File: src/rtl/rgbd_pkg.sv
// shared constants for the rgb led modulator
package rgbd_pkg;
	localparam int RGBD_CHANNELS = 3;
	localparam int RGBD_LEVEL_W = 8;
	localparam int RGBD_ACC_W = 16;
	localparam int RGBD_CARRY_BIT = 8;
	localparam logic [RGBD_ACC_W-1:0] RGBD_ACC_MASK = 16'h00ff;
	localparam logic [RGBD_ACC_W-1:0] RGBD_ACC_RESET = 16'h0000;
	localparam int RGBD_TIMER_W = 16;
	localparam logic [RGBD_TIMER_W-1:0] RGBD_PERIOD_RESET = 16'h00ff;
	localparam logic [RGBD_TIMER_W-1:0] RGBD_TIMER_ZERO = 16'h0000;
	localparam logic [RGBD_TIMER_W-1:0] RGBD_TIMER_ONE = 16'h0001;
	localparam int RGBD_STEP_W = 16;
	localparam logic [RGBD_STEP_W-1:0] RGBD_STEP_ZERO = 16'h0000;
	localparam logic [RGBD_STEP_W-1:0] RGBD_STEP_ONE = 16'h0001;
	localparam int RGBD_STEP_NS = 1000;
	localparam int RGBD_CLK_MHZ = 200;
	localparam int RGBD_STEP_CYC = RGBD_STEP_NS * RGBD_CLK_MHZ / 1000;
	typedef enum logic [0:0] {
		RGBD_MODE_PWM = 1'b0,
		RGBD_MODE_PDM = 1'b1
	} rgbd_mode_t;
endpackage

File: src/rtl/rgbd_chan_if.sv
// per-channel signals between top and channel slice
`timescale 1ns/10ps
interface rgbd_chan_if;
	logic [rgbd_pkg::RGBD_LEVEL_W-1:0] level;
	logic [rgbd_pkg::RGBD_TIMER_W-1:0] duty;
	logic drive;
	modport top (output level, output duty, input drive);
	modport chan (input level, input duty, output drive);
endinterface

File: src/rtl/rgbd_chan.sv
// one colour channel: duty compare and density accumulator
`timescale 1ns/10ps
module rgbd_chan import rgbd_pkg::*; (
	input wire logic clk,
	input wire logic reset,
	input wire logic pdm_mode,
	input wire logic period_start,
	input wire logic step_tick,
	input wire logic [RGBD_TIMER_W-1:0] timer_count,
	rgbd_chan_if.chan ch
);
	logic [RGBD_TIMER_W-1:0] active_compare_reg, active_compare_next;
	logic [RGBD_ACC_W-1:0] acc_reg, acc_next;
	logic drive_reg, drive_next;
	logic [RGBD_ACC_W-1:0] sum;

	always_comb begin
		sum = acc_reg + {{(RGBD_ACC_W-RGBD_LEVEL_W){1'b0}}, ch.level};
		active_compare_next = active_compare_reg;
		acc_next = acc_reg;
		drive_next = drive_reg;
		if (pdm_mode) begin
			if (step_tick) begin
				acc_next = sum & RGBD_ACC_MASK;
				drive_next = sum[RGBD_CARRY_BIT];
			end
		end else if (period_start) begin
			active_compare_next = ch.duty;
			// zero duty stays dark for the whole period
			drive_next = (ch.duty != RGBD_TIMER_ZERO);
		end else if (timer_count == active_compare_reg) begin
			drive_next = 1'b0;
		end
	end

	always_ff @(posedge clk) begin
		if (reset) begin
			active_compare_reg <= RGBD_TIMER_ZERO;
			acc_reg <= RGBD_ACC_RESET;
			drive_reg <= 1'b0;
		end else begin
			active_compare_reg <= active_compare_next;
			acc_reg <= acc_next;
			drive_reg <= drive_next;
		end
	end

	assign ch.drive = drive_reg;

	AST_PDM_ONE_STEP: assert property (@(posedge clk) disable iff (reset)
		pdm_mode && step_tick && !sum[RGBD_CARRY_BIT] |=> !drive_reg)
		else $error("density pulse outlived its step");
	AST_PDM_MASK: assert property (@(posedge clk) disable iff (reset)
		acc_reg[RGBD_ACC_W-1:RGBD_CARRY_BIT] == '0)
		else $error("accumulator not masked");
	AST_PWM_LOW: assert property (@(posedge clk) disable iff (reset)
		!pdm_mode && !period_start && timer_count == active_compare_reg
		|=> !drive_reg)
		else $error("channel not low at compare match");
	AST_PWM_RELOAD: assert property (@(posedge clk) disable iff (reset)
		!pdm_mode && period_start |=> active_compare_reg == $past(ch.duty))
		else $error("compare not reloaded at period start");
endmodule

File: src/rtl/rgbd_top.sv
// three-channel rgb led pulse-width / pulse-density modulator
`timescale 1ns/10ps
module rgbd_top import rgbd_pkg::*; #(
	parameter logic [RGBD_STEP_W-1:0] STEP_CYCLES = RGBD_STEP_CYC[RGBD_STEP_W-1:0]
) (
	input wire logic clk,
	input wire logic reset,
	input wire logic pdm_mode,
	input wire logic [RGBD_TIMER_W-1:0] period_value,
	input wire logic [RGBD_STEP_W-1:0] step_interval,
	input wire logic [RGBD_TIMER_W-1:0] red_duty_buffer,
	input wire logic [RGBD_TIMER_W-1:0] green_duty_buffer,
	input wire logic [RGBD_TIMER_W-1:0] blue_duty_buffer,
	input wire logic [RGBD_LEVEL_W-1:0] red_level,
	input wire logic [RGBD_LEVEL_W-1:0] green_level,
	input wire logic [RGBD_LEVEL_W-1:0] blue_level,
	output logic red_drive,
	output logic green_drive,
	output logic blue_drive,
	output logic timer_period_flag
);
	logic [RGBD_TIMER_W-1:0] timer_reg, timer_next;
	logic [RGBD_STEP_W-1:0] step_cnt_reg, step_cnt_next;
	logic step_tick_reg, step_tick_next;
	logic flag_reg, flag_next;
	logic period_start;
	logic [RGBD_STEP_W-1:0] step_limit;
	rgbd_chan_if ch_r ();
	rgbd_chan_if ch_g ();
	rgbd_chan_if ch_b ();

	// software-written duty values feed buffers only; compares latch at boundary
	assign ch_r.duty = red_duty_buffer;
	assign ch_g.duty = green_duty_buffer;
	assign ch_b.duty = blue_duty_buffer;
	assign ch_r.level = red_level;
	assign ch_g.level = green_level;
	assign ch_b.level = blue_level;

	assign period_start = (timer_reg == period_value);
	// zero interval falls back to the default so steps never stall
	assign step_limit = (step_interval == RGBD_STEP_ZERO) ? STEP_CYCLES
		: step_interval;

	always_comb begin
		timer_next = timer_reg + RGBD_TIMER_ONE;
		flag_next = 1'b0;
		if (pdm_mode) begin
			timer_next = RGBD_TIMER_ZERO;
		end else if (period_start) begin
			timer_next = RGBD_TIMER_ZERO;
			flag_next = 1'b1;
		end
	end

	always_comb begin
		step_cnt_next = step_cnt_reg + RGBD_STEP_ONE;
		step_tick_next = 1'b0;
		if (step_cnt_reg >= step_limit - RGBD_STEP_ONE) begin
			step_cnt_next = RGBD_STEP_ZERO;
			step_tick_next = 1'b1;
		end
	end

	always_ff @(posedge clk) begin
		if (reset) begin
			timer_reg <= RGBD_TIMER_ZERO;
			flag_reg <= 1'b0;
			step_cnt_reg <= RGBD_STEP_ZERO;
			step_tick_reg <= 1'b0;
		end else begin
			timer_reg <= timer_next;
			flag_reg <= flag_next;
			step_cnt_reg <= step_cnt_next;
			step_tick_reg <= step_tick_next;
		end
	end

	rgbd_chan u_red (.clk(clk), .reset(reset), .pdm_mode(pdm_mode),
		.period_start(period_start), .step_tick(step_tick_reg),
		.timer_count(timer_reg), .ch(ch_r));
	rgbd_chan u_green (.clk(clk), .reset(reset), .pdm_mode(pdm_mode),
		.period_start(period_start), .step_tick(step_tick_reg),
		.timer_count(timer_reg), .ch(ch_g));
	rgbd_chan u_blue (.clk(clk), .reset(reset), .pdm_mode(pdm_mode),
		.period_start(period_start), .step_tick(step_tick_reg),
		.timer_count(timer_reg), .ch(ch_b));

	assign red_drive = ch_r.drive;
	assign green_drive = ch_g.drive;
	assign blue_drive = ch_b.drive;
	assign timer_period_flag = flag_reg;

	AST_FLAG_AT_WRAP: assert property (@(posedge clk) disable iff (reset)
		!pdm_mode && period_start |=> timer_period_flag && timer_reg == '0)
		else $error("period flag or timer clear missing");
	AST_FLAG_ONE_CYCLE: assert property (@(posedge clk) disable iff (reset)
		timer_period_flag |=> !timer_period_flag || $past(period_value) == '0)
		else $error("period flag held too long");
	AST_TIMER_COUNTS: assert property (@(posedge clk) disable iff (reset)
		!pdm_mode && !period_start ##1 !pdm_mode
		|-> timer_reg == $past(timer_reg) + RGBD_TIMER_ONE)
		else $error("timer did not advance");
	AST_TICK_SINGLE: assert property (@(posedge clk) disable iff (reset)
		step_tick_reg && step_limit > RGBD_STEP_ONE |=> !step_tick_reg)
		else $error("step tick wider than one cycle");
	COV_PWM_WRAP: cover property (@(posedge clk) disable iff (reset)
		!pdm_mode && timer_period_flag ##[1:300] timer_period_flag);
	COV_PDM_PULSE: cover property (@(posedge clk) disable iff (reset)
		pdm_mode && red_drive ##1 !red_drive);
	COV_PDM_BACK2BACK: cover property (@(posedge clk) disable iff (reset)
		pdm_mode && blue_drive [*2]);
endmodule

File: config.mk
export PLATFORM = sky130hd
export DESIGN_NAME = rgbd_top
export DESIGN_NICKNAME = d
export VERILOG_FILES = /design/src/rtl/rgbd_pkg.sv /design/src/rtl/rgbd_chan_if.sv /design/src/rtl/rgbd_chan.sv /design/src/rtl/rgbd_top.sv
export SDC_FILE = /design/constraint.sdc
export NUM_CORES = 1
export LEC_CHECK = 0
export BUFFER_PORTS_ARGS = -buffer_cell sky130_fd_sc_hd__buf_2
export CORE_MARGIN = 4
export CORE_UTILIZATION = 50
export CTS_BUF_LIST = sky130_fd_sc_hd__clkbuf_4
export CTS_CLUSTER_DIAMETER = 200
export CTS_CLUSTER_SIZE = 16
export DETAILED_ROUTE_END_ITERATION = 10
export GPL_ROUTABILITY_DRIVEN = 0
export PLACE_DENSITY_LB_ADDON = 0.08
export SLEW_MARGIN = 30
export SYNTH_ARGS = -nofsm -noshare
export SYNTH_HDL_FRONTEND = slang
export SYNTH_SLANG_ARGS = --single-unit
File: constraint.sdc
create_clock -name clk -period 4.6 [get_ports clk]
set_input_delay 0.23 -clock clk [delete_from_list [all_inputs] [get_ports clk]]
set_output_delay 0.23 -clock clk [all_outputs]
set_load 0.03 [all_outputs]
# After elaboration in Yosys (flattened, before gate mapping)
# Cells that the tools add are included.
[totals] register_bits=109 in_bits=107 output_inout_bits=4 word_cells=56
[classes] addsub=6 order_cmp=1 eq_ne=5 n_mux=15 bitwise=1 n_reduce_logical=15
[ops] operator="== test 16 bit" n=4
[ops] operator="nonzero test 16 bit" n=3
[ops] operator="adder 16 x 1 -> 16 bit (second input constant)" n=2
[ops] operator="adder 8 x 8 -> 9 bit" n=3
[ops] operator="greater-or-equal comparator 16 bit" n=1
[ops] operator="logical NOT 16 bit" n=1
[ops] operator="two-way mux 16 bit" n=1
[ops] operator="subtractor 16 x 1 -> 16 bit (second input constant)" n=1
[ops] operator="two-way mux 1 bit" n=14
[ops] operator="AND reduction 2 bit" n=5
[ops] operator="nonzero test 3 bit" n=3
[ops] operator="OR reduction 2 bit" n=2
[ops] operator="OR reduction 3 bit" n=1
[ops] operator="!= test 2 x 1 -> 1 bit (second input constant)" n=1
[ops] operator="inverter 1 bit" n=1

# Logic depth before layout (Yosys ltp)
# Gate-level depths: netlist of the first run.
[depth] depth_word=5 depth_mapped=15 depth_no_buf=14

# By module
# A second synthesis of the first run with hierarchy kept.
[unflattened] hier_cells=806 area_unflattened_um2=6646.4
[modules_own_cells] mod="rgbd_chan" instances=3 cells_per_inst=177 area_per_inst_um2=1443.9 seq_area_each_um2=500.5
[modules_own_cells] mod="rgbd_top" instances=1 cells_per_inst=275 area_per_inst_um2=2314.7 seq_area_each_um2=680.7

# Worst setup path after synthesis of the first run
# Ideal clock, no wire load.
[synth_path] path_type="input-to-reg" from="input port step_interval[9]" to="register step_cnt_reg[10]" setup_time_ps=65 arrival_time_ps=3077 required_time_ps=4535 setup_slack_ps=1458 stages=14 path_buffers=1 path_cell_list="or3_1 -> or3b_4 -> o2111ai_2 -> or4b_4 -> nor3_1 -> xnor2_1 -> ha_1 -> a21o_1 -> a21o_1 -> a21oi_1 -> o21ai_0 -> a211o_1 -> clkbuf_1 -> nor2_1"
[synth_between] elab_chain_len=5
[synth_lines] element="start: declaration" line="rgbd_top.sv:10" rtl="input wire logic [RGBD_STEP_W-1:0] step_interval,"
[synth_lines] element="logical NOT 16 bit" line="rgbd_top.sv:42" rtl="assign step_limit = (step_interval == RGBD_STEP_ZERO) ? STEP_CYCLES"
[synth_lines] element="two-way mux 16 bit (*)" line="rgbd_top.sv:42"
[synth_lines] element="subtractor 16 x 1 -> 16 bit (*)" line="rgbd_top.sv:59" rtl="if (step_cnt_reg >= step_limit - RGBD_STEP_ONE) begin"
[synth_lines] element="greater-or-equal comparator 16 bit (*)" line="rgbd_top.sv:59"
[synth_lines] element="OR reduction 2 bit (no source line) (*)"
[synth_lines] element="end signal: assignment" line="rgbd_top.sv:74" rtl="step_cnt_reg <= step_cnt_next;"
[synth_lines] element="end: declaration" line="rgbd_top.sv:23" rtl="logic [RGBD_STEP_W-1:0] step_cnt_reg, step_cnt_next;"
# Every way passes the cells marked *; elsewhere a longest branch is shown, timed or not.
# A chain may end at the register's enable or synchronous reset.

# Final worst setup path of the first run
[layout_path] from="input port step_interval[9]" to="register step_cnt_reg[9]"
# The elaborated chain is that of the path after synthesis.

==> results of run 1 <==
[final cells by class]
cell class / count / area (µm²) / share of cell area
clock buffer: 11 / 82.58 / 0.01089
timing repair buffer: 162 / 1061 / 0.1400
sequential: 109 / 2182 / 0.2878
clock inverter: 5 / 27.53 / 0.003631
tap: 172 / 215.2 / 0.02839
inverter: 19 / 71.32 / 0.009407
multi-input combinational: 614 / 3941 / 0.5199
[cell families (layout without fill, tap and decap cells)]
logic type / count (synthesis) / in the layout / synth area share
multiplexers: 1 / 1 / 0.001751
flip-flops: 109 / 109 / 0.3392
AO/OA/AOI/OAI: 155 / 155 / 0.1478
XOR/XNOR: 105 / 105 / 0.1430
AND/OR/NAND/NOR: 307 / 307 / 0.2268
buffers and inverters: 64 / 197 / 0.04843
adder cells (fa/ha/maj): 46 / 46 / 0.09298
[worst max path at each step]
stage	endpoint	slack, ns	cells after the start
detailed placement	step_cnt_reg[9]	1.09	14
global placement	step_cnt_reg[15]	1.25	14
CTS	step_cnt_reg[9]	1.63	14
global route	step_cnt_reg[13]	1.41	14
finish	step_cnt_reg[9]	1.58	14
floorplan	step_cnt_reg[10]	1.46	14
[power groups by stage]
| stage | registers (mW) | logic (mW) | clock network (mW) |
|---|---|---|---|
| after floorplan | 0.976 | 0.0855 | 0 |
| after global placement | 0.977 | 0.159 | 0 |
| after detailed placement | 0.977 | 0.167 | 0 |
| after CTS | 0.957 | 0.199 | 0.455 |
| after global routing | 0.958 | 0.221 | 0.486 |
| final | 0.956 | 0.199 | 0.427 |
[synth_stat cells (8+ instances only)]
cell type | count | area [µm²]
a211oi_1 | 9 | 67.56
a21o_1 | 13 | 97.59
a21oi_1 | 81 | 405.4
and3_1 | 8 | 50.05
buf_2 | 15 | 75.07
clkbuf_1 | 19 | 71.32
dfxtp_1 | 109 | 2182
ha_1 | 43 | 538.0
inv_1 | 19 | 71.32
nand2_1 | 129 | 484.2
nand3_1 | 15 | 75.07
nand4_1 | 27 | 168.9
nor2_1 | 66 | 247.7
nor4_1 | 17 | 106.4
o21ai_0 | 15 | 75.07
or3_1 | 8 | 50.05
xnor2_1 | 85 | 744.5
xor2_1 | 20 | 175.2
[per-stage QoR]
step	util	setup WS [ns]
3_3_place_gp	0.5537	1.255
2_1_floorplan	-	1.458
4_1_cts	0.6007	1.630
6_report	0.6007	1.580
3_5_place_dp	0.5539	1.091
5_1_grt	0.6007	1.413
[layout by cell type, fill, tap and decap left out, types with 5 or more instances in the layout]
master,n
nand2_1,128
buf_2,110
dfxtp_1,109
xnor2_1,85
a21oi_1,81
nor2_1,66
dlygate4sd3_1,48
ha_1,43
nand4_1,27
xor2_1,20
inv_1,19
nor4_1,17
o21ai_0,15
nand3_1,15
a21o_1,13
clkbuf_4,11
a211oi_1,9
or3_1,8
and3_1,8
o31a_1,7
nor2b_1,7
nor3_1,7
o21a_1,6
o211ai_1,5
[layer usage]
metal / GRT usage / share of wire / vias to the layer above
li1: - / - / 2964
met1: 0.2762 / 0.43 / 2715
met2: 0.3941 / 0.50 / 143
met3: 0.05828 / 0.056 / 24
met4: 0.07213 / 0.020 / 0
met5: 0 / 0 / -
[tightest hold or removal path, cell delays in order]
cell and delay, ns:
buf_2 0.08, ha_1 0.11, nand2_1 0.04, a21oi_1 0.10
==> metrics.md, run 1 <==
| Metric | Value |
|---|---|
| Critical path required time | `5.01 ns` |
| Slew Viols, Final | `0` |
| Fin crit period | `3.020 ns` |
| CP max stage cell | `a211o_1` |
| Nets | `1,068` |
| Standard-cell rows | `41` |
| Post-route ant nets | `0` |
| Cells on worst reg2reg path | `7` |
| Max Clk Rate | `331.2 MHz` |
| Slew @ Worst Pin | `0.9120 ns` |
| Hold_buf cts | `48` |
| GRT overflow | `0` |
| #FFs+latches synth | `109` |
| RSZ-0062 raised after global routing | `false` |
| Root Buffer | `clkbuf_4` |
| Critical path class | `in2reg` |
| Placed cell count | `1,028` |
| CTS H-tree lvls | `3` |
| Initial Util | `0.5097` |
| Final Cycle Share | `0.6565` |
| TritonRoute pass-1 iters | `5` |
| Leakage power | `2.924 nW` |
| Hold WC Path Type | `in2reg` |
| Global-route wire length before repair | `27.12 mm` |
| Critical R2R Capture | `u_red.active_compare_reg[8]` |
| Core ar. | `12,620 µm²` |
| CTS resizes | `0` |
| Sw Ratio | `0.2594` |
| Final clock skew | `0.01506 ns` |
| Switching pwr | `410.6 µW` |
| Pwr Total | `1.583 mW` |
| Max IR drop VDD | `193.7 µV` |
| DR WL/cell | `15.08 µm` |
| IO Pins | `111` |
| Residual DRC | `0` |
| Final setup violation count | `0` |
| Fin. Hold Viols | `0` |
| EDFF count, synth | `0` |
| Comb power frac | `0.126` |
| CTS tree | `built` |
| Total setup buffers inserted after CTS | `0` |
| Fillers | `1,176` |
| Detailed Place HPWL | `12.27 mm` |
| Delay-heaviest family, CP | `simple AND/OR/NAND/NOR gates` |
| Non-filler cells, final | `1,092` |
| Hold WS | `0.1257 ns` |
| CTS Buffer Depth | `2` |
| Crit path DAT | `3.43 ns` |
| Crit path from | `step_interval[9]` |
| Status | `complete, no violations` |
| Hold wc startpoint | `blue_level[0]` |
| YS warnings | `0` |
| Area growth, synth to finish | `17.86%` |
| Sink Count | `109` |
| Sequential Power Share | `0.604` |
| Cell Int Power | `1.172 mW` |
| Mapped Avg Cell Area | `8.173 µm²` |
| Cells along the critical path | `buf_2 -> or3_1 -> or3b_4 -> nor2_1 -> or4b_4 -> nor3_1 -> xnor2_1 -> ha_1 -> a21o_1 -> a21o_1 -> a21oi_1 -> o21ai_0 -> a211o_1 -> nor2_1` |
| Power per cell area | `208.8 nW/µm²` |
| GRT Total Usage | `0.2278` |
| Worst path bufs/invs | `1` |
| Clock power frac | `0.270` |
| Initial DRC count | `286` |
| Initial antenna violation count | `0` |
| Critical Path Source Type | `input pin` |
| Register area share after synthesis | `0.3392` |
| Worst R2R Setup Slack | `1.72 ns` |
| DIE WIDTH | `121.4 µm` |
| Vias per cell | `5.353` |
| Drt total wl | `16.46 mm` |
| Unique masters post-synth | `54` |
| Setup TNS | `0 ns` |
| Clk_lat worst skew | `0.48 ns` |
| Max stage delay on crit path | `0.51 ns` |
| Worst R2R Start | `timer_reg[10]` |
| Die height | `121.4 µm` |
| Largest net degree at the start of global routing | `51` |
| Die Area | `14,740 µm²` |
| Post-synth net total | `940` |
| Number of buffers created by CTS | `9` |
| Synthesized instance count | `787` |
| Final non-filler cell area | `7581 µm²` |
| Worst Hold Depth | `4` |
| Post-synth top flop | `dfxtp_1` |
| Clk pin slew, worst setup/hold paths | `0.14 ns` |
| Vias in the first global route | `5,757` |
| DP Area | `6990 µm²` |
| Layout cell share with drive strength beyond 1 | `0.1533` |
| Hold endpoint | `u_blue.acc_reg[0]` |
| Max transition margin | `0.3920` |
| Mapped Area | `6432 µm²` |
| Critical Path Fanout Max | `16` |
| CP Capture Type | `flop` |
| Vias | `5,846` |
| Max-Cap Viols | `0` |
| Diodes inserted | `0` |
| I/O Buffers | `110` |
| Asr flop ratio synth | `0` |
Note: power is estimated with default switching activity, not from simulation.
==> run 2, diff against run 1 <==
Clock period 4.6 ns to 2.48 ns, I/O delays scaled along.
==> run 2 against run 1 <==
Effect of this change:
- the run now ends with negative setup slack left
- combinational power increased by 120%
- critical path type unchanged
- largest cell class unchanged
- critical path depth unchanged
- clock power increased by 140%
- largest power group unchanged
- first-iteration DRC count increased by 21%
- worst hold slack got worse by 0.089 ns
- via count increased by 3.3%
==> metrics.md, run 2 (synthesis gave the netlist of run 1 again) <==
| Metric | Value |
|---|---|
| Worst R2R Setup Slack | `0.40 ns` |
| Worst R2R Start | `timer_reg[13]` |
| Nets | `1,121` |
| Drt total wl | `17.28 mm` |
| Max IR drop VDD | `432.4 µV` |
| Initial DRC count | `345` |
| Slew Viols, Final | `0` |
| Vias | `6,037` |
| CTS tree | `built` |
| GRT overflow | `0` |
| Detailed Place HPWL | `12.72 mm` |
| Critical Path Fanout Max | `8` |
| Status | `finished with violations` |
| Critical path class | `in2reg` |
| Initial Util | `0.5097` |
| Most frequent cells in the layout | `129 x nand2_1, 109 x dfxtp_1, 106 x buf_2` |
| Sink Count | `109` |
| Final clock skew | `0.01186 ns` |
| Number of buffers created by CTS | `9` |
| DIE WIDTH | `121.4 µm` |
| CP Capture Type | `flop` |
| Most common cell after layout, fill and taps aside | `nand2_1` |
| DP Worst Slack | `-0.7472 ns` |
| Max-Cap Viols | `0` |
| I/O Buffers | `110` |
| Final setup violation count | `16` |
| Vias per cell | `5.272` |
| Area growth, synth to finish | `27.50%` |
| Crit path from | `step_interval[9]` |
| Fin crit period | `2.524 ns` |
| Worst Hold Depth | `4` |
| RSZ-0062 raised after global routing | `true` |
| Hold WC Path Type | `in2reg` |
| Vias in the first global route | `6,056` |
| Diodes inserted | `0` |
| Failing checks | `negative setup slack` |
| Clk_lat worst skew | `0.47 ns` |
| Post-route ant nets | `0` |
| Met1 Use GR | `0.2969` |
| CTS H-tree lvls | `3` |
| Max Clk Rate | `396.2 MHz` |
| Met2 Usage GRT | `0.4142` |
| Largest net degree at the start of global routing | `34` |
| DP Area | `7381 µm²` |
| Core ar. | `12,620 µm²` |
| Critical Path Sink | `step_cnt_reg[11]` |
| TritonRoute pass-1 iters | `4` |
| Root Buffer | `clkbuf_4` |
| Global-route wire length before repair | `28.50 mm` |
| Critical Path Source Type | `input pin` |
| IO Pins | `111` |
| Leakage power | `3.242 nW` |
| Power per cell area | `394.8 nW/µm²` |
| Slew @ Worst Pin | `0.5839 ns` |
| Cells on worst reg2reg path | `7` |
| Final non-filler cell area | `8202 µm²` |
| Gr busiest metal | `met2` |
| Layout cell share with drive strength beyond 1 | `0.2230` |
| Die Area | `14,740 µm²` |
| Residual DRC | `0` |
| Met3 Resource Use GR | `0.05082` |
| DR WL/cell | `15.10 µm` |
| Standard-cell rows | `41` |
| Crit path DAT | `2.95 ns` |
| Fin. Hold Viols | `0` |
| Initial antenna violation count | `0` |
| Max transition margin | `0.6107` |
| Critical R2R Capture | `u_blue.ch.drive` |
| Critical path required time | `2.90 ns` |
| GRT Total Usage | `0.2396` |
| CTS Buffer Depth | `2` |
| Final Cycle Share | `1.018` |
| Clk pin slew, worst setup/hold paths | `0.15 ns` |
| Die height | `121.4 µm` |
| Final Worst Setup Slack | `-0.04391 ns` |
run 2: cell types whose count changed in the layout (fill, tap and decap cells not counted), moves of 3 or more:
cell     delta
buf_4      +52
nor2_1      -9
nor2_2      +9
buf_2       -4
a21oi_1     -3
a21oi_2     +3
buf_6       +3
inv_6       +3
run 2: where the power goes:
group | total, mW | switching [mW] | internal (mW)
logic | 0.432 | 0.202 | 0.230
registers | 1.77 | 0.00869 | 1.76
clock network | 1.04 | 0.597 | 0.438
total | 3.24 | 0.808 | 2.43
run 2: how the worst min path moves through the flow:
stage | startpoint | end
2_1_floorplan | blue_duty_buffer[0] | u_blue.active_compare_reg[0]
3_3_place_gp | blue_duty_buffer[0] | u_blue.active_compare_reg[0]
3_5_place_dp | red_duty_buffer[4] | u_red.active_compare_reg[4]
4_1_cts | red_level[0] | u_red.acc_reg[0]
5_1_grt | red_level[0] | u_red.acc_reg[0]
6_report | red_level[0] | u_red.acc_reg[0]
run 2: repair_timing:
item                                    CTS  global route
endpoints found under the setup margin   16            17
cloned                                    1             0
buffers inserted                          2             2
gates resized for setup                  13            16
hold endpoints to repair                 49             0
hold buffers                             49             0
pin swaps                                10             7
run 2: layer usage:
layer / share of wire / wire length, µm
met5: 0 / 0
met4: 0.019 / 332
met3: 0.045 / 773
met2: 0.50 / 8705
met1: 0.43 / 7472
run 2: critical path: stages:
cell       delay, ns
buf_6           0.09
or3_4           0.38
or3b_4          0.44
o2111ai_4       0.21
or4b_4          0.21
nor3_4          0.04
xnor2_1         0.15
ha_1            0.26
a21o_1          0.18
a21o_1          0.16
a21oi_2         0.12
o21ai_2         0.10
a211o_4         0.34
nor2_2          0.12
run 2: cell type report:
| cell class | instances | area, µm² |
|---|---|---|
| clock inverter | 5 | 82.58 |
| fill | 1058 | 4418 |
| inverter | 19 | 88.84 |
| tap | 172 | 215.2 |
| multi-input combinational | 615 | 4075 |
| sequential | 109 | 2182 |
| clock buffer | 11 | 82.58 |
| timing repair buffer | 214 | 1475 |
run 2: stage by stage:
| stage | hold slack [ns] | TNS [ns] | instances | util | power [mW] |
|---|---|---|---|---|---|
| final | 0.03675 | -0.2902 | 1145 | 0.6499 | 3.238 |
| after global routing | 0.02596 | -1.543 | 1145 | 0.6499 | 3.375 |
| after CTS | 0.01069 | -0.01613 | 1143 | 0.6436 | 3.253 |
| after detailed placement | 0.3819 | -11.97 | 1075 | 0.5849 | 2.156 |
| after global placement | 0.3787 | -10.07 | 1075 | 0.5849 | 2.144 |
| after floorplan | 0.2600 | -5.243 | 787 | - | 1.976 |
